`src/axis_mode_env_pkg.sv`:
```
/*
  constants, enumerations and carriers for the per-axis mode and
  environment configuration block.
  assumes a single 250 mhz clock and a byte-coded register command port.
*/
package axis_mode_env_pkg;

  // ==========================================================
  // register command codes
  localparam logic [7:0] CMD_WR_MODE_PRE = 8'h87;
  localparam logic [7:0] CMD_RD_MODE_PRE = 8'hc7;
  localparam logic [7:0] CMD_WR_MODE = 8'h97;
  localparam logic [7:0] CMD_RD_MODE = 8'hd7;
  localparam logic [7:0] CMD_WR_ENV1 = 8'h9c;
  localparam logic [7:0] CMD_RD_ENV1 = 8'hdc;
  localparam logic [7:0] CMD_DEFERRED_START = 8'h2a;
  localparam logic [7:0] CMD_STOP_PULSE = 8'h07;

  // ==========================================================
  // reset values and the writable mode mask
  localparam logic [31:0] MODE_RESET = 32'h0000_0000;
  localparam logic [31:0] ENV1_RESET = 32'h0000_0000;
  localparam logic [31:0] MODE_MASK = 32'h37ff_7f7f;

  // ==========================================================
  // mode register field positions
  localparam int MODE_MOTION_LSB = 0;
  localparam int MODE_MOTION_MSB = 6;
  localparam int MODE_SD_EN = 8;
  localparam int MODE_INP_EN = 9;
  localparam int MODE_SCURVE = 10;
  localparam int MODE_CNT_SRC = 11;
  localparam int MODE_DONE_TIMING = 12;
  localparam int MODE_SDP_MANUAL = 13;
  localparam int MODE_CNT_WAIT = 14;
  localparam int MODE_SEQ_LSB = 16;
  localparam int MODE_SEQ_MSB = 17;
  localparam int MODE_START_LSB = 18;
  localparam int MODE_START_MSB = 19;
  localparam int MODE_TRIG_LSB = 20;
  localparam int MODE_TRIG_MSB = 23;
  localparam int MODE_STOP_IN_EN = 24;
  localparam int MODE_STOP_OUT_EN = 25;
  localparam int MODE_TRI_ALLOW = 26;
  localparam int MODE_SLOW_IN_EN = 28;
  localparam int MODE_SLOW_OUT_EN = 29;

  // ==========================================================
  // environment register one field positions
  localparam int ENV_FMT_LSB = 0;
  localparam int ENV_FMT_MSB = 2;
  localparam int ENV_LIMIT_DECEL = 3;
  localparam int ENV_SD_STOP = 4;
  localparam int ENV_SD_LATCH = 5;
  localparam int ENV_SD_POL = 6;
  localparam int ENV_ORG_POL = 7;
  localparam int ENV_ALARM_DECEL = 8;
  localparam int ENV_INP_POL = 22;
  localparam int ENV_PCS_POL = 24;
  localparam int ENV_START_SEL = 30;

  // ==========================================================
  // motion mode codes and quadrature formats
  localparam logic [6:0] MOT_CONT_POS = 7'h00;
  localparam logic [6:0] MOT_CONT_NEG = 7'h08;
  localparam logic [6:0] MOT_CONT_PULSER = 7'h01;
  localparam logic [6:0] MOT_CONT_SWITCH = 7'h02;
  localparam logic [6:0] MOT_HOME_POS = 7'h10;
  localparam logic [6:0] MOT_HOME_NEG = 7'h18;
  localparam logic [6:0] MOT_INC = 7'h41;
  localparam logic [6:0] MOT_TIMER = 7'h47;
  localparam logic [6:0] MOT_INC_PULSER = 7'h51;
  localparam logic [6:0] MOT_INC_SWITCH = 7'h56;
  localparam logic [6:0] MOT_LIN_CONT = 7'h62;
  localparam logic [6:0] MOT_LIN_INC = 7'h63;
  localparam logic [2:0] FMT_QUAD_A = 3'h5;
  localparam logic [2:0] FMT_QUAD_B = 3'h6;

  // ==========================================================
  // start timing codes
  localparam logic [1:0] START_NOW = 2'h0;
  localparam logic [1:0] START_EXT = 2'h1;
  localparam logic [1:0] START_SYNC = 2'h2;
  localparam logic [1:0] START_AXES = 2'h3;

  // ==========================================================
  // timing
  localparam int CLK_MHZ = 250;
  localparam int STOP_PULSE_NS = 1000;
  localparam int STOP_PULSE_CYCLES = (STOP_PULSE_NS * CLK_MHZ) / 1000;

  typedef enum logic [3:0] {
    MK_NONE = 4'h0, MK_CONT_POS = 4'h1, MK_CONT_NEG = 4'h2,
    MK_CONT_PULSER = 4'h3, MK_CONT_SWITCH = 4'h4, MK_HOME_POS = 4'h5,
    MK_HOME_NEG = 4'h6, MK_INC = 4'h7, MK_TIMER = 4'h8,
    MK_INC_PULSER = 4'h9, MK_INC_SWITCH = 4'ha, MK_LIN_CONT = 4'hb,
    MK_LIN_INC = 4'hc
  } motionKind_e;

  typedef enum logic [1:0] {
    ST_IDLE = 2'b00, ST_WAIT = 2'b01, ST_RUN = 2'b10, ST_DONE = 2'b11
  } seqState_e;

  // motion engine report into this block
  typedef struct packed {
    logic decelerating;
    logic atLowSpeed;
    logic emergencyStop;
    logic lastPulseOnEnd;
    logic lastPulseCycleEnd;
    logic directionNeg;
    logic internalSync;
    logic [3:0] axisStopped;
  } engineStatus_s;

  // decoded controls out to the motion engine
  typedef struct packed {
    motionKind_e kind;
    logic [2:0] pulseFormat;
    logic quadOutput;
    logic sCurve;
    logic countEncoder;
    logic autoSlowdown;
    logic allowTriangle;
    logic holdTargetCount;
    logic slowDecel;
    logic slowStop;
    logic limitStopNow;
    logic limitStopDecel;
    logic alarmDecel;
    logic sharedStopReq;
    logic sharedSlowToLow;
    logic originActive;
    logic [1:0] sequenceNo;
  } engineCtrl_s;

  // pin levels and flags seen by software
  typedef struct packed {
    logic slowdownLevel;
    logic slowdownLatched;
    logic inPositionLevel;
    logic countStartLevel;
    logic sharedStopLevel;
    logic sharedSlowLevel;
    logic busy;
  } pinStatus_s;

endpackage

```
`src/axis_mode_env_config.sv`:
```
/*
  operation mode and environment one registers of one axis, the start
  sequencer and pin role decoding.
  assumes a motion engine on the same clock and asynchronous pins.
*/
// Summary of operation
// - motion field codes 00h,08h,01h,02h select continuous motion kinds.
// - codes 10h and 18h select home seeking, positive or negative.
// - 41h incremental, 47h timer, 51h pulser incremental, 56h switch incremental.
// - 62h continuous and 63h incremental linear interpolation.
// - slow-down enable off makes input plain status, on makes it decelerate.
// - in-position enable delays completion until positioning-complete input active.
// - count-select bit picks encoder counting instead of command pulses.
// - completion at last pulse full cycle, or at its on width.
// - slow-down point automatic when clear, manual when set; host keeps limits.
// - count-start input role from its bit and the start-input select.
// - start timing: at once, external start, internal sync, or axes stopped.
// - four trigger bits pick stop-start axes; unimplemented axes ignored.
// - shared stop input enabled stops the axis, otherwise plain status.
// - shared stop line one-shot low on emergency stop when its enable bit is set, else on command 07h.
// - triangle bit clear suppresses triangular profiles, set allows them.
// - shared slow input enabled drops target speed to low start speed.
// - shared slow line driven low while decelerating or at low speed.
// - slow-down action bit picks decelerate only or decelerate to stop.
// - slow-down latch catches short pulses; cleared at start while the input is inactive, or by write.
// - slow-down and origin polarity bits, alarm stop kind bit.
module axis_mode_env_config #(
  parameter int AXES = 4
) (
  // clock and reset
  input wire logic mclk,
  input wire logic rst_n,
  // register command port
  input wire logic cmdValid,
  input wire logic [7:0] cmdCode,
  input wire logic [31:0] cmdData,
  output logic [31:0] rdData,
  // host start request
  input wire logic startRequest,
  // motion engine
  input axis_mode_env_pkg::engineStatus_s engStatus,
  output axis_mode_env_pkg::engineCtrl_s engCtrl,
  output logic runStart,
  output logic opComplete,
  // asynchronous pins
  input wire logic slowdown_input,
  input wire logic positioning_complete_input,
  input wire logic count_start_input,
  input wire logic shared_start_line,
  input wire logic sharedStopIn,
  input wire logic sharedSlowIn,
  input wire logic originIn,
  input wire logic endLimitPos,
  input wire logic endLimitNeg,
  // open drain shared lines
  output logic sharedStopOut,
  output logic sharedStopOe_n,
  output logic sharedSlowOut,
  output logic sharedSlowOe_n,
  // status
  output axis_mode_env_pkg::pinStatus_s pinStatus
);

  // ==========================================================
  // reset release and pin synchronisers
  logic [1:0] rstSync_ff;
  logic rstInt_n;
  logic [8:0] pinRaw;
  logic [8:0] pinMeta_ff;
  logic [8:0] pinSync_ff;

  always_ff @(posedge mclk or negedge rst_n) begin
    if (!rst_n) rstSync_ff <= 2'h0;
    else rstSync_ff <= {rstSync_ff[0], 1'b1};
  end
  assign rstInt_n = rstSync_ff[1];

  assign pinRaw = {endLimitNeg, endLimitPos, originIn, sharedSlowIn,
                   sharedStopIn, shared_start_line, count_start_input,
                   positioning_complete_input, slowdown_input};

  genvar gi;
  generate
    for (gi = 0; gi < 9; gi++) begin : g_sync
      always_ff @(posedge mclk or negedge rstInt_n) begin
        if (!rstInt_n) begin
          pinMeta_ff[gi] <= 1'b1;
          pinSync_ff[gi] <= 1'b1;
        end else begin
          pinMeta_ff[gi] <= pinRaw[gi];
          pinSync_ff[gi] <= pinMeta_ff[gi];
        end
      end
    end
  endgenerate

  // ==========================================================
  // registers and command decode
  logic [31:0] modePre_ff;
  logic [31:0] mode_ff;
  logic [31:0] env_ff;
  logic [31:0] rdData_ff;
  logic wrModePre;
  logic wrMode;
  logic wrEnv;
  logic deferredCmd;
  logic stopPulseCmd;
  logic goNow;
  logic [31:0] nxt_rdData;

  assign wrModePre = cmdValid && cmdCode == axis_mode_env_pkg::CMD_WR_MODE_PRE;
  assign wrMode = cmdValid && cmdCode == axis_mode_env_pkg::CMD_WR_MODE;
  assign wrEnv = cmdValid && cmdCode == axis_mode_env_pkg::CMD_WR_ENV1;
  assign deferredCmd = cmdValid &&
                       cmdCode == axis_mode_env_pkg::CMD_DEFERRED_START;
  assign stopPulseCmd = cmdValid &&
                        cmdCode == axis_mode_env_pkg::CMD_STOP_PULSE;

  always_comb begin
    nxt_rdData = rdData_ff;
    if (cmdValid) begin
      unique case (cmdCode)
        axis_mode_env_pkg::CMD_RD_MODE_PRE: nxt_rdData = modePre_ff;
        axis_mode_env_pkg::CMD_RD_MODE: nxt_rdData = mode_ff;
        axis_mode_env_pkg::CMD_RD_ENV1: nxt_rdData = env_ff;
        default: nxt_rdData = rdData_ff;
      endcase
    end
  end

  always_ff @(posedge mclk or negedge rstInt_n) begin
    if (!rstInt_n) begin
      modePre_ff <= axis_mode_env_pkg::MODE_RESET;
      mode_ff <= axis_mode_env_pkg::MODE_RESET;
      env_ff <= axis_mode_env_pkg::ENV1_RESET;
      rdData_ff <= 32'h0000_0000;
    end else begin
      if (wrModePre) modePre_ff <= cmdData & axis_mode_env_pkg::MODE_MASK;
      if (goNow) mode_ff <= modePre_ff;
      else if (wrMode) mode_ff <= cmdData & axis_mode_env_pkg::MODE_MASK;
      if (wrEnv) env_ff <= cmdData;
      rdData_ff <= nxt_rdData;
    end
  end
  assign rdData = rdData_ff;

  // ==========================================================
  // active pin levels
  logic sdActive;
  logic inpActive;
  logic pcsActive;
  logic startLow;
  logic stopLow;
  logic slowLow;
  logic startSel;

  assign sdActive = pinSync_ff[0] ~^ env_ff[axis_mode_env_pkg::ENV_SD_POL];
  assign inpActive = pinSync_ff[1] ~^ env_ff[axis_mode_env_pkg::ENV_INP_POL];
  assign pcsActive = pinSync_ff[2] ~^ env_ff[axis_mode_env_pkg::ENV_PCS_POL];
  assign startLow = !pinSync_ff[3];
  assign stopLow = !pinSync_ff[4];
  assign slowLow = !pinSync_ff[5];
  assign startSel = env_ff[axis_mode_env_pkg::ENV_START_SEL];

  // ==========================================================
  // start and completion sequencer
  axis_mode_env_pkg::seqState_e state_ff;
  axis_mode_env_pkg::seqState_e nxt_state;
  logic [1:0] startTiming;
  logic [AXES-1:0] trigMask;
  logic extStart;
  logic axesStopped;
  logic startMet;
  logic lastPulseDone;
  logic pcsSeen_ff;

  assign startTiming = modePre_ff[axis_mode_env_pkg::MODE_START_MSB:
                                  axis_mode_env_pkg::MODE_START_LSB];
  assign trigMask = modePre_ff[axis_mode_env_pkg::MODE_TRIG_LSB +: AXES];
  assign extStart = deferredCmd || (startSel ? pcsActive : startLow);
  assign axesStopped = (trigMask & ~engStatus.axisStopped[AXES-1:0]) == '0;

  always_comb begin
    unique case (startTiming)
      axis_mode_env_pkg::START_NOW: startMet = 1'b1;
      axis_mode_env_pkg::START_EXT: startMet = extStart;
      axis_mode_env_pkg::START_SYNC: startMet = engStatus.internalSync;
      axis_mode_env_pkg::START_AXES: startMet = axesStopped;
    endcase
  end

  assign goNow = state_ff == axis_mode_env_pkg::ST_WAIT && startMet;
  assign lastPulseDone = mode_ff[axis_mode_env_pkg::MODE_DONE_TIMING] ?
                         engStatus.lastPulseOnEnd :
                         engStatus.lastPulseCycleEnd;

  always_comb begin
    nxt_state = state_ff;
    unique case (state_ff)
      axis_mode_env_pkg::ST_IDLE:
        if (startRequest) nxt_state = axis_mode_env_pkg::ST_WAIT;
      axis_mode_env_pkg::ST_WAIT:
        if (startMet) nxt_state = axis_mode_env_pkg::ST_RUN;
      axis_mode_env_pkg::ST_RUN:
        if (lastPulseDone) nxt_state = axis_mode_env_pkg::ST_DONE;
      axis_mode_env_pkg::ST_DONE:
        if (!mode_ff[axis_mode_env_pkg::MODE_INP_EN] || inpActive) begin
          nxt_state = axis_mode_env_pkg::ST_IDLE;
        end
    endcase
  end

  always_ff @(posedge mclk or negedge rstInt_n) begin
    if (!rstInt_n) state_ff <= axis_mode_env_pkg::ST_IDLE;
    else state_ff <= nxt_state;
  end

  assign runStart = goNow;
  assign opComplete = state_ff == axis_mode_env_pkg::ST_DONE &&
                      nxt_state == axis_mode_env_pkg::ST_IDLE;

  // count-start wait: continuous until the input arrives
  always_ff @(posedge mclk or negedge rstInt_n) begin
    if (!rstInt_n) pcsSeen_ff <= 1'b0;
    else if (goNow) pcsSeen_ff <= 1'b0;
    else if (pcsActive) pcsSeen_ff <= 1'b1;
  end

  // ==========================================================
  // slow-down latch
  logic sdLatch_ff;
  logic sdLatchClr;

  assign sdLatchClr = (goNow && !sdActive) ||
                      (wrEnv && !cmdData[axis_mode_env_pkg::ENV_SD_LATCH]);
  always_ff @(posedge mclk or negedge rstInt_n) begin
    if (!rstInt_n) sdLatch_ff <= 1'b0;
    else if (env_ff[axis_mode_env_pkg::ENV_SD_LATCH] && sdActive)
      sdLatch_ff <= 1'b1;
    else if (sdLatchClr) sdLatch_ff <= 1'b0;
  end

  // ==========================================================
  // shared stop one-shot
  logic [$clog2(axis_mode_env_pkg::STOP_PULSE_CYCLES+1)-1:0] stopCnt_ff;
  logic stopFire;

  assign stopFire = mode_ff[axis_mode_env_pkg::MODE_STOP_OUT_EN] ?
                    engStatus.emergencyStop : stopPulseCmd;
  always_ff @(posedge mclk or negedge rstInt_n) begin
    if (!rstInt_n) stopCnt_ff <= '0;
    else if (stopFire)
      stopCnt_ff <= $bits(stopCnt_ff)'(axis_mode_env_pkg::STOP_PULSE_CYCLES);
    else if (stopCnt_ff != '0) stopCnt_ff <= stopCnt_ff - 1'b1;
  end
  assign sharedStopOut = 1'b0;
  assign sharedStopOe_n = stopCnt_ff == '0;

  // shared slow line
  logic slowDrive_ff;
  always_ff @(posedge mclk or negedge rstInt_n) begin
    if (!rstInt_n) slowDrive_ff <= 1'b0;
    else slowDrive_ff <= mode_ff[axis_mode_env_pkg::MODE_SLOW_OUT_EN] &&
                         (engStatus.decelerating || engStatus.atLowSpeed);
  end
  assign sharedSlowOut = 1'b0;
  assign sharedSlowOe_n = !slowDrive_ff;

  // ==========================================================
  // motion kind decode
  logic [6:0] motionField;
  axis_mode_env_pkg::motionKind_e kind;

  assign motionField = mode_ff[axis_mode_env_pkg::MODE_MOTION_MSB:
                               axis_mode_env_pkg::MODE_MOTION_LSB];
  always_comb begin
    unique case (motionField)
      axis_mode_env_pkg::MOT_CONT_POS: kind = axis_mode_env_pkg::MK_CONT_POS;
      axis_mode_env_pkg::MOT_CONT_NEG: kind = axis_mode_env_pkg::MK_CONT_NEG;
      axis_mode_env_pkg::MOT_CONT_PULSER:
        kind = axis_mode_env_pkg::MK_CONT_PULSER;
      axis_mode_env_pkg::MOT_CONT_SWITCH:
        kind = axis_mode_env_pkg::MK_CONT_SWITCH;
      axis_mode_env_pkg::MOT_HOME_POS: kind = axis_mode_env_pkg::MK_HOME_POS;
      axis_mode_env_pkg::MOT_HOME_NEG: kind = axis_mode_env_pkg::MK_HOME_NEG;
      axis_mode_env_pkg::MOT_INC: kind = axis_mode_env_pkg::MK_INC;
      axis_mode_env_pkg::MOT_TIMER: kind = axis_mode_env_pkg::MK_TIMER;
      axis_mode_env_pkg::MOT_INC_PULSER:
        kind = axis_mode_env_pkg::MK_INC_PULSER;
      axis_mode_env_pkg::MOT_INC_SWITCH:
        kind = axis_mode_env_pkg::MK_INC_SWITCH;
      axis_mode_env_pkg::MOT_LIN_CONT: kind = axis_mode_env_pkg::MK_LIN_CONT;
      axis_mode_env_pkg::MOT_LIN_INC: kind = axis_mode_env_pkg::MK_LIN_INC;
      default: kind = axis_mode_env_pkg::MK_NONE;
    endcase
  end

  // ==========================================================
  // controls to the engine
  logic sdEn;
  logic limitHit;
  logic [2:0] fmt;

  assign sdEn = mode_ff[axis_mode_env_pkg::MODE_SD_EN] && sdActive;
  assign limitHit = engStatus.directionNeg ? !pinSync_ff[8] : !pinSync_ff[7];
  assign fmt = env_ff[axis_mode_env_pkg::ENV_FMT_MSB:
                      axis_mode_env_pkg::ENV_FMT_LSB];

  assign engCtrl.kind = kind;
  assign engCtrl.pulseFormat = fmt;
  assign engCtrl.quadOutput = fmt == axis_mode_env_pkg::FMT_QUAD_A ||
                              fmt == axis_mode_env_pkg::FMT_QUAD_B;
  assign engCtrl.sCurve = mode_ff[axis_mode_env_pkg::MODE_SCURVE];
  assign engCtrl.countEncoder = mode_ff[axis_mode_env_pkg::MODE_CNT_SRC];
  assign engCtrl.autoSlowdown =
    !mode_ff[axis_mode_env_pkg::MODE_SDP_MANUAL];
  assign engCtrl.allowTriangle = mode_ff[axis_mode_env_pkg::MODE_TRI_ALLOW];
  assign engCtrl.holdTargetCount = mode_ff[axis_mode_env_pkg::MODE_CNT_WAIT] &&
                                   !startSel && !pcsSeen_ff;
  assign engCtrl.slowDecel = sdEn &&
                             !env_ff[axis_mode_env_pkg::ENV_SD_STOP];
  assign engCtrl.slowStop = sdEn && env_ff[axis_mode_env_pkg::ENV_SD_STOP];
  assign engCtrl.limitStopNow = limitHit &&
                                !env_ff[axis_mode_env_pkg::ENV_LIMIT_DECEL];
  assign engCtrl.limitStopDecel = limitHit &&
                                  env_ff[axis_mode_env_pkg::ENV_LIMIT_DECEL];
  assign engCtrl.alarmDecel = env_ff[axis_mode_env_pkg::ENV_ALARM_DECEL];
  assign engCtrl.sharedStopReq = stopLow &&
                                 mode_ff[axis_mode_env_pkg::MODE_STOP_IN_EN];
  assign engCtrl.sharedSlowToLow = slowLow &&
                                   mode_ff[axis_mode_env_pkg::MODE_SLOW_IN_EN];
  assign engCtrl.originActive =
    pinSync_ff[6] ~^ env_ff[axis_mode_env_pkg::ENV_ORG_POL];
  assign engCtrl.sequenceNo = mode_ff[axis_mode_env_pkg::MODE_SEQ_MSB:
                                      axis_mode_env_pkg::MODE_SEQ_LSB];

  // ==========================================================
  // status
  assign pinStatus.slowdownLevel = sdActive;
  assign pinStatus.slowdownLatched = sdLatch_ff;
  assign pinStatus.inPositionLevel = inpActive;
  assign pinStatus.countStartLevel = pcsActive;
  assign pinStatus.sharedStopLevel = stopLow;
  assign pinStatus.sharedSlowLevel = slowLow;
  assign pinStatus.busy = state_ff != axis_mode_env_pkg::ST_IDLE;

endmodule

```
`config.mk`:
```
export PLATFORM = sky130hd
export DESIGN_NAME = axis_mode_env_config
export DESIGN_NICKNAME = d
export VERILOG_FILES = /design/src/axis_mode_env_pkg.sv /design/src/axis_mode_env_config.sv
export SDC_FILE = /design/constraint.sdc
export NUM_CORES = 1
export LEC_CHECK = 0
export BUFFER_PORTS_ARGS = -buffer_cell sky130_fd_sc_hd__buf_4
export CORE_ASPECT_RATIO = 1.1
export CORE_MARGIN = 3
export CORE_UTILIZATION = 39
export DETAILED_ROUTE_END_ITERATION = 12
export GPL_ROUTABILITY_DRIVEN = 0
export HOLD_SLACK_MARGIN = 0.1
export SLEW_MARGIN = 25
export SYNTH_ARGS = -nofsm -noshare
export SYNTH_HDL_FRONTEND = slang
export SYNTH_SLANG_ARGS = --single-unit
```
`constraint.sdc`:
```
create_clock -name mclk -period 6.1 [get_ports mclk]
set_input_delay 1.22 -clock mclk [delete_from_list [all_inputs] [get_ports mclk]]
set_output_delay 1.22 -clock mclk [all_outputs]
set_load 0.05 [all_outputs]
```
; Word-level counts from Yosys, hierarchy flattened
; Index checks and enable logic that the tools add are counted.
[word_totals]
reg_bits = 156
out_inout_bits = 68
[op_classes]
addsub = 1
eq_ne = 27
mux = 20
bitwise_logic = 6
reduce_logical = 53
[ops]
columns = cell, count
row1 = one-hot mux 32 bit (3 select lines), 1
row2 = two-way mux 32 bit, 2
row3 = "== test 8 bit, second input constant", 6
row4 = one-hot mux 4 bit (12 select lines), 1
row5 = "== test 7 bit, second input constant", 6
row6 = logical AND 1 bit, 20
row7 = two-way mux 8 bit, 2
row8 = "== test 7 x 5 -> 1 bit, second input constant", 2
row9 = zero test 1 bit, 14
row10 = nonzero test 2 bit, 5
row11 = "== test 2 bit, second input constant", 4
row12 = "== test 8 x 3 -> 1 bit, second input constant", 1
row13 = "== test 8 x 6 -> 1 bit, second input constant", 1
row14 = zero test 8 bit, 1
row15 = two-way mux 1 bit, 8
row16 = two-way mux 2 bit, 4
row17 = one-hot mux 2 bit (4 select lines), 1
row18 = nonzero test 8 bit, 1
row19 = "subtractor 8 x 1 -> 8 bit, second input constant", 1
row20 = "== test 7 x 1 -> 1 bit, second input constant", 1
row21 = "== test 7 x 2 -> 1 bit, second input constant", 1
row22 = "== test 7 x 4 -> 1 bit, second input constant", 1
row23 = zero test 7 bit, 1
row24 = "== test 3 bit, second input constant", 2
row25 = 10 further kinds, 20

; Logic depth before layout (Yosys ltp)
; Gate-level depths: netlist (run 1).
[logic_depth]
word_depth = 9
ltp_mapped = 9

; Least setup slack after synthesis (run 1)
; No wires, ideal clock.
[synth_path]
path_kind = input -> output
start = input port engStatus[5] (netlist bit)
end = output port engCtrl[6] (netlist bit)
arrival_ns = 2.456
required_time_ns = 4.880
slack_ns = 2.424
path_stages = 2
path_buffers = 0
cell_sequence = nor2b_1 -> a211oi_1
[synth_lines]
columns = item, line
row1 = from (decl), axis_mode_env_config.sv:41  ; input axis_mode_env_pkg::engineStatus_s engStatus,
row2 = to (decl), axis_mode_env_config.sv:42  ; output axis_mode_env_pkg::engineCtrl_s engCtrl,

; Final worst setup path (run 1)
[layout_path]
start = input port cmdCode[2]
end = output port runStart
[layout_between]
elab_chain_cells = 5
[layout_rtl]
columns = item, line
row1 = from (decl), axis_mode_env_config.sv:35  ; input wire logic [7:0] cmdCode,
row2 = == test 8 x 6 -> 1 bit, axis_mode_env_config.sv:115  ; cmdCode == axis_mode_env_pkg::CMD_DEFERRED_START;
row3 = logical AND 1 bit, axis_mode_env_config.sv:114  ; assign deferredCmd = cmdValid &&
row4 = logical OR 1 bit, axis_mode_env_config.sv:180  ; assign extStart = deferredCmd || (startSel ? pcsActive : startLow);
row5 = one-hot mux 1 bit (4 select lines), axis_mode_env_config.sv:184  ; unique case (startTiming)
row6 = logical AND 1 bit, axis_mode_env_config.sv:192  ; assign goNow = state_ff == axis_mode_env_pkg::ST_WAIT && startMet;
row7 = to (decl), axis_mode_env_config.sv:43  ; output logic runStart,
; No other way between the ends.

==> results of run 1 <==
-- cell families after synthesis --
group	Yosys count	synth area share (%)
XOR/XNOR	10	1.26
AO/OA/AOI/OAI	117	10.0
flip-flops	151	54.5
adder cells (fa/ha/maj)	2	0.359
AND/OR/NAND/NOR	144	10.5
other	2	0.108
multiplexers	111	17.9
buffers and inverters	73	5.40
-- routing by layer --
layer / vias up / routed length [um] / GRT usage [%]
li1: 2324 / - / -
met1: 2492 / 7460 / 22.9
met2: 121 / 9640 / 34.0
met3: 4 / 785 / 4.03
met4: 0 / 80 / 5.20
met5: - / 0 / 0
-- synth_stat cells (2+ instances only) --
cell / n / area, um^2
nand4_1: 3 / 18.8
dfrtp_1: 133 / 3330
xor2_1: 3 / 26.3
mux2_2: 87 / 980
o21ai_1: 5 / 25.0
a31oi_1: 2 / 12.5
dfstp_2: 18 / 473
nor4_1: 3 / 18.8
and3b_1: 3 / 26.3
clkbuf_1: 11 / 41.3
and2_1: 4 / 25.0
buf_4: 20 / 150
nor2_1: 69 / 259
a21oi_1: 59 / 295
o21a_1: 3 / 22.5
nand4b_1: 3 / 26.3
nor3_1: 3 / 15.0
buf_2: 15 / 75.1
mux2_1: 22 / 248
o21ai_0: 10 / 50.1
nor2b_1: 5 / 31.3
nand2b_1: 4 / 25.0
buf_1: 5 / 18.8
a211oi_1: 2 / 15.0
a32oi_1: 3 / 26.3
and3_1: 3 / 18.8
nand2_1: 17 / 63.8
ha_1: 2 / 25.0
nand3_1: 10 / 50.1
mux2i_1: 2 / 20.0
or3_1: 3 / 18.8
xnor2_1: 7 / 61.3
nor3b_1: 5 / 37.5
a22oi_1: 29 / 218
conb_1: 2 / 7.51
and4b_1: 2 / 20.0
inv_1: 20 / 75.1
-- worst paths after layout --
path,from,end,slack (ps),depth (start not counted)
setup reg to reg,env_ff[24],mode_ff[25],3870,6
max in group asynchronous,rstSync_ff[1],mode_ff[19],4240,2
hold / removal,rstSync_ff[1],state_ff[1],340,0
min in group mclk,pinMeta_ff[2],pinSync_ff[2],360,0
setup / recovery,cmdCode[2],runStart,2260,6
hold reg to reg,rstSync_ff[1],state_ff[1],340,0
-- power groups by stage --
stage	Sequential [mW]	Combinational, mW	Clock [mW]
5_1_grt	1.31	0.948	1.04
3_3_place_gp	1.30	0.862	0
3_5_place_dp	1.30	0.891	0
4_1_cts	1.29	0.894	0.998
6_report	1.29	0.885	0.974
2_1_floorplan	1.41	0.519	0
-- critical path, delay by kind of cell --
family	cells	cell delay, ps
simple gates	4	1060
buf+inv	2	330
-- state kept, by name, summed over array words and instances, names as in the netlist --
name / cells
env_ff: 32
rdData: 32
modePre_ff: 27
mode_ff: 27
pinMeta_ff: 9
pinSync_ff: 9
stopCnt_ff: 8
rstSync_ff: 2
state_ff: 2
pcsSeen_ff: 1
sdLatch_ff: 1
slowDrive_ff: 1
-- metrics by stage --
| step | hold WS (ps) | setup WS, ps | std cells |
|---|---|---|---|
| 2_1_floorplan | 331 | 1610 | 611 |
| 3_3_place_gp | 338 | 2090 | 927 |
| 3_5_place_dp | 346 | 2030 | 928 |
| 4_1_cts | 352 | 2250 | 960 |
| 5_1_grt | 356 | 2200 | 960 |
| 6_report | 336 | 2260 | 960 |
-- placed cells by master, fill, tap and decap left out, types with 2 or more instances in the layout --
master,instances
dfrtp_1,132
and4bb_2,2
clkbuf_1,6
dfstp_2,18
ha_1,2
mux2i_1,2
clkbuf_8,7
a31oi_1,2
nand4_1,3
nor2_1,69
nand2b_1,4
xor2_1,3
a22oi_1,29
mux2_1,22
and4b_1,2
and2_1,4
and3_2,2
a21oi_1,59
o21a_1,3
and3b_1,3
inv_1,20
buf_4,134
nand2_1,16
nand4b_1,3
clkinv_2,3
or3_1,3
clkbuf_16,17
xnor2_1,7
nor3_1,3
o21ai_0,10
nor2b_1,5
o21ai_1,5
mux2_2,87
a211oi_1,2
nor3b_1,5
a32oi_1,3
nor4_1,3
nand3_1,10
conb_1,3
-- layout make-up --
| type | count | area share (%) |
|---|---|---|
| flip-flops and latches | 151 | 44.3 |
| clock inverters | 2 | 0.117 |
| inverters | 21 | 0.933 |
| well taps | 234 | 3.41 |
| clock buffers | 30 | 6.34 |
| multi-input cells | 387 | 32.9 |
| repair buffers | 135 | 12.0 |
==> results.py, run 1 <==
metrics = {
    "power": {
        "ir_drop_mv": 0.190,
        "p_int_mw": 2.07,
        "seqPwrFrac_pct": 40.9,
        "leakage_nw": 4.05,
        "switching_share_pct": 34.1,
        "power_switching_mw": 1.07,
        "power_frac_comb_pct": 28.1,
        "power_density_mw_per_mm2": 367,
        "p_clk_share_pct": 30.9,
        "total_power_mw": 3.15,
    },
    "die": {
        "die_x_um": 134,
        "fp.dieArea_mm2": 0.0195,
        "start_util_pct": 40.4,
        "die_h_um": 146,
        "num_rows": 50,
        "io_pins": 132,
        "core_area_mm2": 0.0173,
    },
    "worst_setup_path": {
        "startpoint_type": "input port",
        "cpMaxStageDelayCell": "nor4bb_1",
        "slowest_delay_ps": 400,
        "end_kind": "output pin",
        "arrival_ps": 2620,
        "worstPathMaxFanout": 4,
        "crit_type": "input port to output pin",
        "worst_ep_required_time_ps": 4880,
        "crit_path_cell_trace": "buf_4 -> nor4bb_1 -> nand4b_1 -> nand4b_1 -> and4bb_2 -> buf_4",
    },
    "grt": {
        "grt_max_degree": 64,
        "grt_pass1_wl_um": 29200,
        "grt_usage_pct": 18.9,
        "grt_pass1_vias": 5441,
        "overflow": 0,
        "antenna_found_initial": 0,
    },
    "sta": {
        "max_slew_margin_pct": 33.7,
        "clock.fmax_mhz": 260,
        "setup-violations-final": 0,
        "setup_tns_ps": 0,
        "period_needed_ps": 3840,
        "slew_violations": 0,
        "fin_worst_skew_ps": 8.52,
        "worstMarginPinSlew_ps": 990,
        "fin_crit_sh_pct": 63.0,
        "finalHoldViolCount": 0,
        "rsz0062_at_grt": "false",
    },
    "final_layout": {
        "design_area_mm2": 0.00858,
        "fin_util_pct": 49.7,
        "final_nets": 779,
        "multi_input_area_mm2": 0.00283,
        "seqCellArea_mm2": 0.00380,
        "layout-drive-gt1-share_pct": 38.4,
        "fillers": 1605,
        "syn_to_final_growth_pct": 23.1,
        "antennaDiodeCount": 0,
    },
    "routing": {
        "wirelength_um": 18000,
        "antenna_left": 0,
        "first_pass_iters": 4,
        "drtIter0Drc": 260,
        "wl_per_cell_um": 18.7,
        "via_per_inst": 5.15,
        "drc": 0,
        "vias": 4941,
    },
    "cts": {
        "cts_root_buf": "clkbuf_16",
        "tritoncts": "yes",
        "clock_latency_ps": 420,
        "cts_buffer_depth": 2,
        "cts_sinks": 151,
        "path_clk_slew_ps": 50,
        "ctsHoldBuffers": 0,
        "post_cts_resized": 0,
        "htreeDepth": 4,
        "cts_setup_buffers": 0,
        "cts_buffers": 17,
    },
    "logic_synthesis": {
        "async_reset_ff_share_pct": 100,
        "syn-cell-area_mm2": 0.00698,
        "synth_warnings": 0,
        "ys_seq_elements": 151,
        "syn_inst": 610,
        "yosysSeqAreaShare_pct": 54.5,
        "ys.flop_type": "dfrtp_1",
        "avgSynthCellArea_um2": 11.4,
        "synth_edf_count": 0,
        "synth.distinct_cells": 50,
    },
    "run_status": {
        "status": "complete, no violations",
    },
    "placed_design": {
        "dpl.hpwl_um": 12300,
        "portBuffers": 129,
        "place_area_mm2": 0.00803,
    },
    "run": {
        "maxCapViolations": 0,
    },
    "hold_path": {
        "hold_path_class": "flop to async pin",
    },
}
Note: power is estimated with default switching activity, not from simulation.
==> run 2, diff against run 1 <==
ABC_AREA = 1   (was not set)
clock period = 3.3 ns   (was 6.1 ns; I/O delays follow)
==> run 2 against run 1 <==
  * Synthesized area increased by 5.7%
  * First-iteration DRC count grew 96%
  * Critical endpoint is now engCtrl[22]
  * Clock skew up 3.6 ps
  * Highest routed layer unchanged
  * Sequential power rose by 88%
  * Flip-flop and latch count unchanged
  * Clock power is 99% higher
  * Largest power group unchanged
  * Final cell count rose by 36%
  * Sequential share of layout area is 2.2 points lower
  * Via count is 30% higher
  * Hold slack worse by 8.5 ps
==> results.py, run 2 <==
metrics = {
    "logic_synthesis": {
        "avgSynthCellArea_um2": 7.82,
        "synth_top_area_share_pct": 45.2,
        "syn-cell-area_mm2": 0.00737,
        "ys_seq_elements": 151,
        "synth_commonest_cells": "320 x nand2_1, 155 x nand3_1, 133 x dfrtp_1, 96 x inv_1, 66 x o21ai_0",
        "synth.distinct_cells": 35,
        "syn_inst": 942,
        "synth_warnings": 0,
        "yosysSeqAreaShare_pct": 51.6,
        "synth_edf_count": 0,
        "synthTopCellsByArea": "dfrtp_1 45%, nand2_1 16%, nand3_1 11%",
        "ys.flop_type": "dfrtp_1",
        "synth.most_common_cell": "nand2_1",
        "netlist.top_cell.by_area": "dfrtp_1",
        "async_reset_ff_share_pct": 100,
    },
    "worst_setup_path": {
        "crit_path_cell_trace": "inv_1 -> or2_2 -> nor4_1 -> nor2_1 -> nand3_1 -> buf_4",
        "cpMaxStageDelayCell": "dfrtp_1",
        "path_buf_inv": 2,
        "crit-reg2reg-capture": "mode_ff[25]",
        "cp-startpoint": "mode_ff[1]",
        "worst_ep_required_time_ps": 2640,
        "crit_type": "flop to output pin",
        "r2r_start": "pinSync_ff[2]",
        "worstPathMaxFanout": 6,
        "r2r_slack_ps": 1400,
        "startpoint_type": "flop",
        "slowest_delay_ps": 470,
        "cp.depth": 6,
        "end_kind": "output pin",
        "rr_worst_depth": 12,
        "cp_top_family": "simple AND/OR/NAND/NOR gates",
        "arrival_ps": 1950,
        "worstSetupEndpoint": "engCtrl[22]",
    },
    "final_layout": {
        "fillers": 1842,
        "final_cell_mix": "318 x nand2_1, 155 x nand3_1, 144 x buf_4",
        "layout_commonest_cell": "nand2_1",
        "layout-drive-gt1-share_pct": 20.7,
        "syn_to_final_growth_pct": 22.5,
        "multi_input_area_mm2": 0.00284,
        "final_nets": 1113,
        "antennaDiodeCount": 0,
        "design_area_mm2": 0.00903,
        "seqCellArea_mm2": 0.00380,
    },
    "placed_design": {
        "portBuffers": 129,
        "dpl.hpwl_um": 13300,
        "pre_cts_slack_ps": 594,
        "place_area_mm2": 0.00843,
    },
    "sta": {
        "period_needed_ps": 2610,
        "fin_crit_sh_pct": 79.0,
        "fin_worst_skew_ps": 12.1,
        "fin_ws_ps": 692,
        "rsz0062_at_grt": "false",
        "worstMarginPinSlew_ps": 852,
        "slew_violations": 0,
        "setup-violations-final": 0,
        "setup_tns_ps": 0,
        "finalHoldViolCount": 0,
        "max_slew_margin_pct": 43.2,
        "whs_ps": 328,
        "clock.fmax_mhz": 383,
    },
    "routing": {
        "first_pass_iters": 5,
        "vias": 6407,
        "wirelength_um": 20700,
        "drc": 0,
        "wl_per_cell_um": 15.9,
        "drtIter0Drc": 510,
        "antenna_left": 0,
        "via_per_inst": 4.92,
    },
    "cts": {
        "ctsHoldBuffers": 1,
        "cts_setup_buffers": 0,
        "cts_buffer_depth": 2,
        "path_clk_slew_ps": 70,
        "htreeDepth": 4,
        "cts_sinks": 151,
        "cts_root_buf": "clkbuf_16",
        "post_cts_resized": 0,
        "cts_buffers": 17,
        "clock_latency_ps": 430,
        "tritoncts": "yes",
    },
    "grt": {
        "antenna_found_initial": 0,
        "overflow": 0,
        "grt_pass1_vias": 6310,
        "grt_usage_pct": 21.0,
        "grt_pass1_wl_um": 33300,
        "grt_max_degree": 65,
    },
    "hold_path": {
        "min_from": "sharedStopIn",
        "hold_path_class": "input port to flop",
    },
    "die": {
        "num_rows": 52,
        "core_area_mm2": 0.0185,
        "die_h_um": 150,
        "io_pins": 132,
        "start_util_pct": 39.9,
        "die_x_um": 137,
        "fp.dieArea_mm2": 0.0206,
    },
    "power": {
        "ir_drop_mv": 0.383,
        "power_density_mw_per_mm2": 676,
        "leakage_nw": 4.71,
    },
    "run_status": {
        "status": "complete, no violations",
    },
    "run": {
        "maxCapViolations": 0,
    },
}
run 2: changes by cell type in the layout (fill, tap and decap cells not counted), moves of 54 or more:
cell / delta
nand2_1: +302
nand3_1: +145
mux2_2: -81
inv_1: +76
o21ai_0: +56
a21oi_1: -54
run 2: area by class of cell:
type | instances | area share (%)
clock buffer | 17 | 4.71
clock inverter | 15 | 1.76
multi-input combinational | 630 | 31.5
tap | 243 | 3.37
sequential | 151 | 42.1
inverter | 101 | 4.21
timing repair buffer | 146 | 12.3
run 2: metrics by stage:
step | utilization (%) | cells | total power, mW
2_1_floorplan | - | 943 | 3.73
3_3_place_gp | 45.6 | 1270 | 4.18
3_5_place_dp | 45.6 | 1270 | 4.20
4_1_cts | 48.9 | 1303 | 6.16
5_1_grt | 48.9 | 1303 | 6.50
6_report | 48.9 | 1303 | 6.10
run 2: cells by family (layout without fill, tap and decap cells):
kind of cell | count (synthesis) | count (layout) | synth area share, %
compound gates | 77 | 77 | 5.57
xor+xnor | 3 | 3 | 0.357
fa+ha+maj | 2 | 2 | 0.339
buf+inv | 162 | 279 | 10.0
flops | 151 | 151 | 51.6
mux | 6 | 6 | 0.917
other cells | 2 | 3 | 0.102
simple gates | 539 | 539 | 31.1
run 2: routing by layer:
metal  share of wire (%)  up-vias  track usage (%)
li1                    -     3191                -
met3                 5.5       19             4.81
met5                   0        -                0
met4                 1.5        0             6.49
met2                  49      177             34.5
met1                  44     3020             27.5
run 2: worst reg2reg max path: cells and delay by family (launching register included):
| family | cells | cell delay (ps) |
|---|---|---|
| flops | 1 | 530 |
| simple gates | 10 | 690 |
| buf+inv | 2 | 570 |
run 2: worst min-delay path by stage:
stage / slack [ps] / to / cells after the start
2_1_floorplan: 330 / rstSync_ff[1] / 0
3_3_place_gp: 340 / rstSync_ff[1] / 0
3_5_place_dp: 340 / rstSync_ff[1] / 0
4_1_cts: 310 / pinMeta_ff[4] / 1
5_1_grt: 310 / pinMeta_ff[4] / 1
6_report: 330 / pinMeta_ff[4] / 1
run 2: report_power, final:
group          leakage [nW]  switching (mW)  internal (mW)
logic                  2.51            1.15          0.582
registers              1.92           0.278           2.15
clock network         0.279           0.872           1.07
==> run 3, diff against run 2 <==
clock period = 2.5 ns   (was 3.3 ns; I/O delays follow)
==> run 3 against run 2 <==
  * Critical path depth down 1
  * Clock skew up 2.2 ps
  * Sequential power up 32%
  * Non-clock buffer count up 7
  * Die area unchanged
  * Routed wire length down 0.82%
  * Combinational power up 33%
  * Register-to-register slack worse by 810 ps
  * First-iteration DRC count down 9.6%
  * Clock-buffer cell count up 2
  * Hold slack worse by 150 ps
  * Final cell count up 0.46%
  * Critical path type unchanged
==> results.py, run 3 (synthesis gave the netlist of run 2 again) <==
metrics = {
    "final_layout": {
        "multi_input_area_mm2": 0.00285,
        "final_nets": 1120,
        "layout_commonest_cell": "nand2_1",
        "seqCellArea_mm2": 0.00381,
        "syn_to_final_growth_pct": 23.7,
        "antennaDiodeCount": 0,
        "final_cell_mix": "318 x nand2_1, 155 x nand3_1, 148 x buf_4",
        "fillers": 1839,
        "stdcell_count": 1309,
        "layout-drive-gt1-share_pct": 21.1,
    },
    "routing": {
        "drtIter0Drc": 461,
        "wl_per_cell_um": 15.7,
        "drc": 0,
        "antenna_left": 0,
        "vias": 6434,
        "first_pass_iters": 5,
        "via_per_inst": 4.92,
        "wirelength_um": 20600,
    },
    "die": {
        "die_h_um": 150,
        "start_util_pct": 39.9,
        "die_x_um": 137,
        "core_area_mm2": 0.0185,
        "fp.dieArea_mm2": 0.0206,
        "io_pins": 132,
        "num_rows": 52,
    },
    "cts": {
        "htreeDepth": 4,
        "cts_sinks": 151,
        "cts_buffers": 17,
        "cts_root_buf": "clkbuf_16",
        "tritoncts": "yes",
        "cts_buffer_depth": 2,
        "cts_setup_buffers": 0,
        "clock_latency_ps": 430,
        "path_clk_slew_ps": 60,
    },
    "sta": {
        "slew_violations": 0,
        "finalHoldViolCount": 0,
        "setup_tns_ps": 0,
        "rsz0062_at_grt": "false",
        "period_needed_ps": 2360,
        "worstMarginPinSlew_ps": 689,
        "fin_crit_sh_pct": 94.2,
        "max_slew_margin_pct": 54.0,
        "fin_worst_skew_ps": 14.3,
        "clock.fmax_mhz": 424,
        "setup-violations-final": 0,
    },
    "grt": {
        "grt_usage_pct": 20.7,
        "overflow": 0,
        "antenna_found_initial": 0,
        "grt_max_degree": 57,
        "grt_pass1_wl_um": 32900,
        "grt_pass1_vias": 6176,
    },
    "run_status": {
        "status": "complete, no violations",
    },
    "worst_setup_path": {
        "crit_type": "flop to output pin",
        "end_kind": "output pin",
        "slowest_delay_ps": 460,
        "r2r_slack_ps": 590,
        "worst_ep_required_time_ps": 2000,
        "cpMaxStageDelayCell": "dfrtp_1",
        "cp_top_family": "simple AND/OR/NAND/NOR gates",
        "startpoint_type": "flop",
        "arrival_ps": 1860,
        "worstPathMaxFanout": 7,
        "crit_path_cell_trace": "or2_2 -> nor4_2 -> nor2_1 -> nand3_1 -> buf_4",
        "path_buf_inv": 1,
    },
    "placed_design": {
        "dpl.hpwl_um": 13600,
        "portBuffers": 129,
        "dp.cells": 1277,
    },
    "power": {
        "ir_drop_mv": 0.500,
        "leakage_nw": 4.75,
        "power_density_mw_per_mm2": 881,
    },
    "run": {
        "maxCapViolations": 0,
    },
    "hold_path": {
        "hold_path_class": "input port to flop",
    },
}
run 3: layout make-up:
type,instances,share of cell area (%)
clock buffers,19,4.97
clock inverters,12,1.40
inverters,101,4.16
multi-input cells,630,31.2
flip-flops and latches,151,41.7
well taps,243,3.33
repair buffers,153,13.2
run 3: path summary, 6_finish.rpt:
path | cells past startpoint | startpoint | end
max | 5 | mode_ff[0] | engCtrl[22]
min | 1 | endLimitNeg | pinMeta_ff[8]
max reg2reg | 12 | pinSync_ff[2] | mode_ff[19]
min reg2reg | 0 | rstSync_ff[1] | slowDrive_ff
max in group asynchronous | 1 | rstSync_ff[1] | pinSync_ff[2]
min in group asynchronous | 0 | rstSync_ff[1] | slowDrive_ff
run 3: per-layer routing:
layer	GRT usage (%)	vias up	wire length, um	share of wire (%)
met5	0	-	0	0
met1	27.5	3019	8900	43
met2	34.7	199	10200	50
met3	3.88	26	1160	5.6
met4	5.99	0	327	1.6
li1	-	3190	-	-
run 3: power breakdown:
| part | total (mW) | switching (mW) | leakage [nW] | internal, mW |
|---|---|---|---|---|
| registers | 3.20 | 0.354 | 1.92 | 2.84 |
| clock network | 2.54 | 1.03 | 0.277 | 1.51 |
| logic | 2.30 | 1.52 | 2.55 | 0.776 |
| total | 8.04 | 2.90 | 4.75 | 5.13 |
run 3: repair_timing:
action | in CTS | in global routing
gates cloned | 0 | 0
resized for setup | 1 | 1
endpoints found under the setup margin | 1 | 1
hold buffers | 1 | 0
endpoints found under the hold margin | 2 | 0
run 3: stage by stage:
step	utilization (%)	power (mW)	instance area [um^2]	setup slack [ps]	hold WS, ps
global placement	46.1	5.51	8520	228	284
global route	49.4	8.51	9120	22.8	158
CTS	49.3	8.11	9110	47.4	158
finish	49.4	8.04	9120	144	181
detailed placement	46.1	5.55	8520	164	286
floorplan	-	4.93	7380	13.6	204
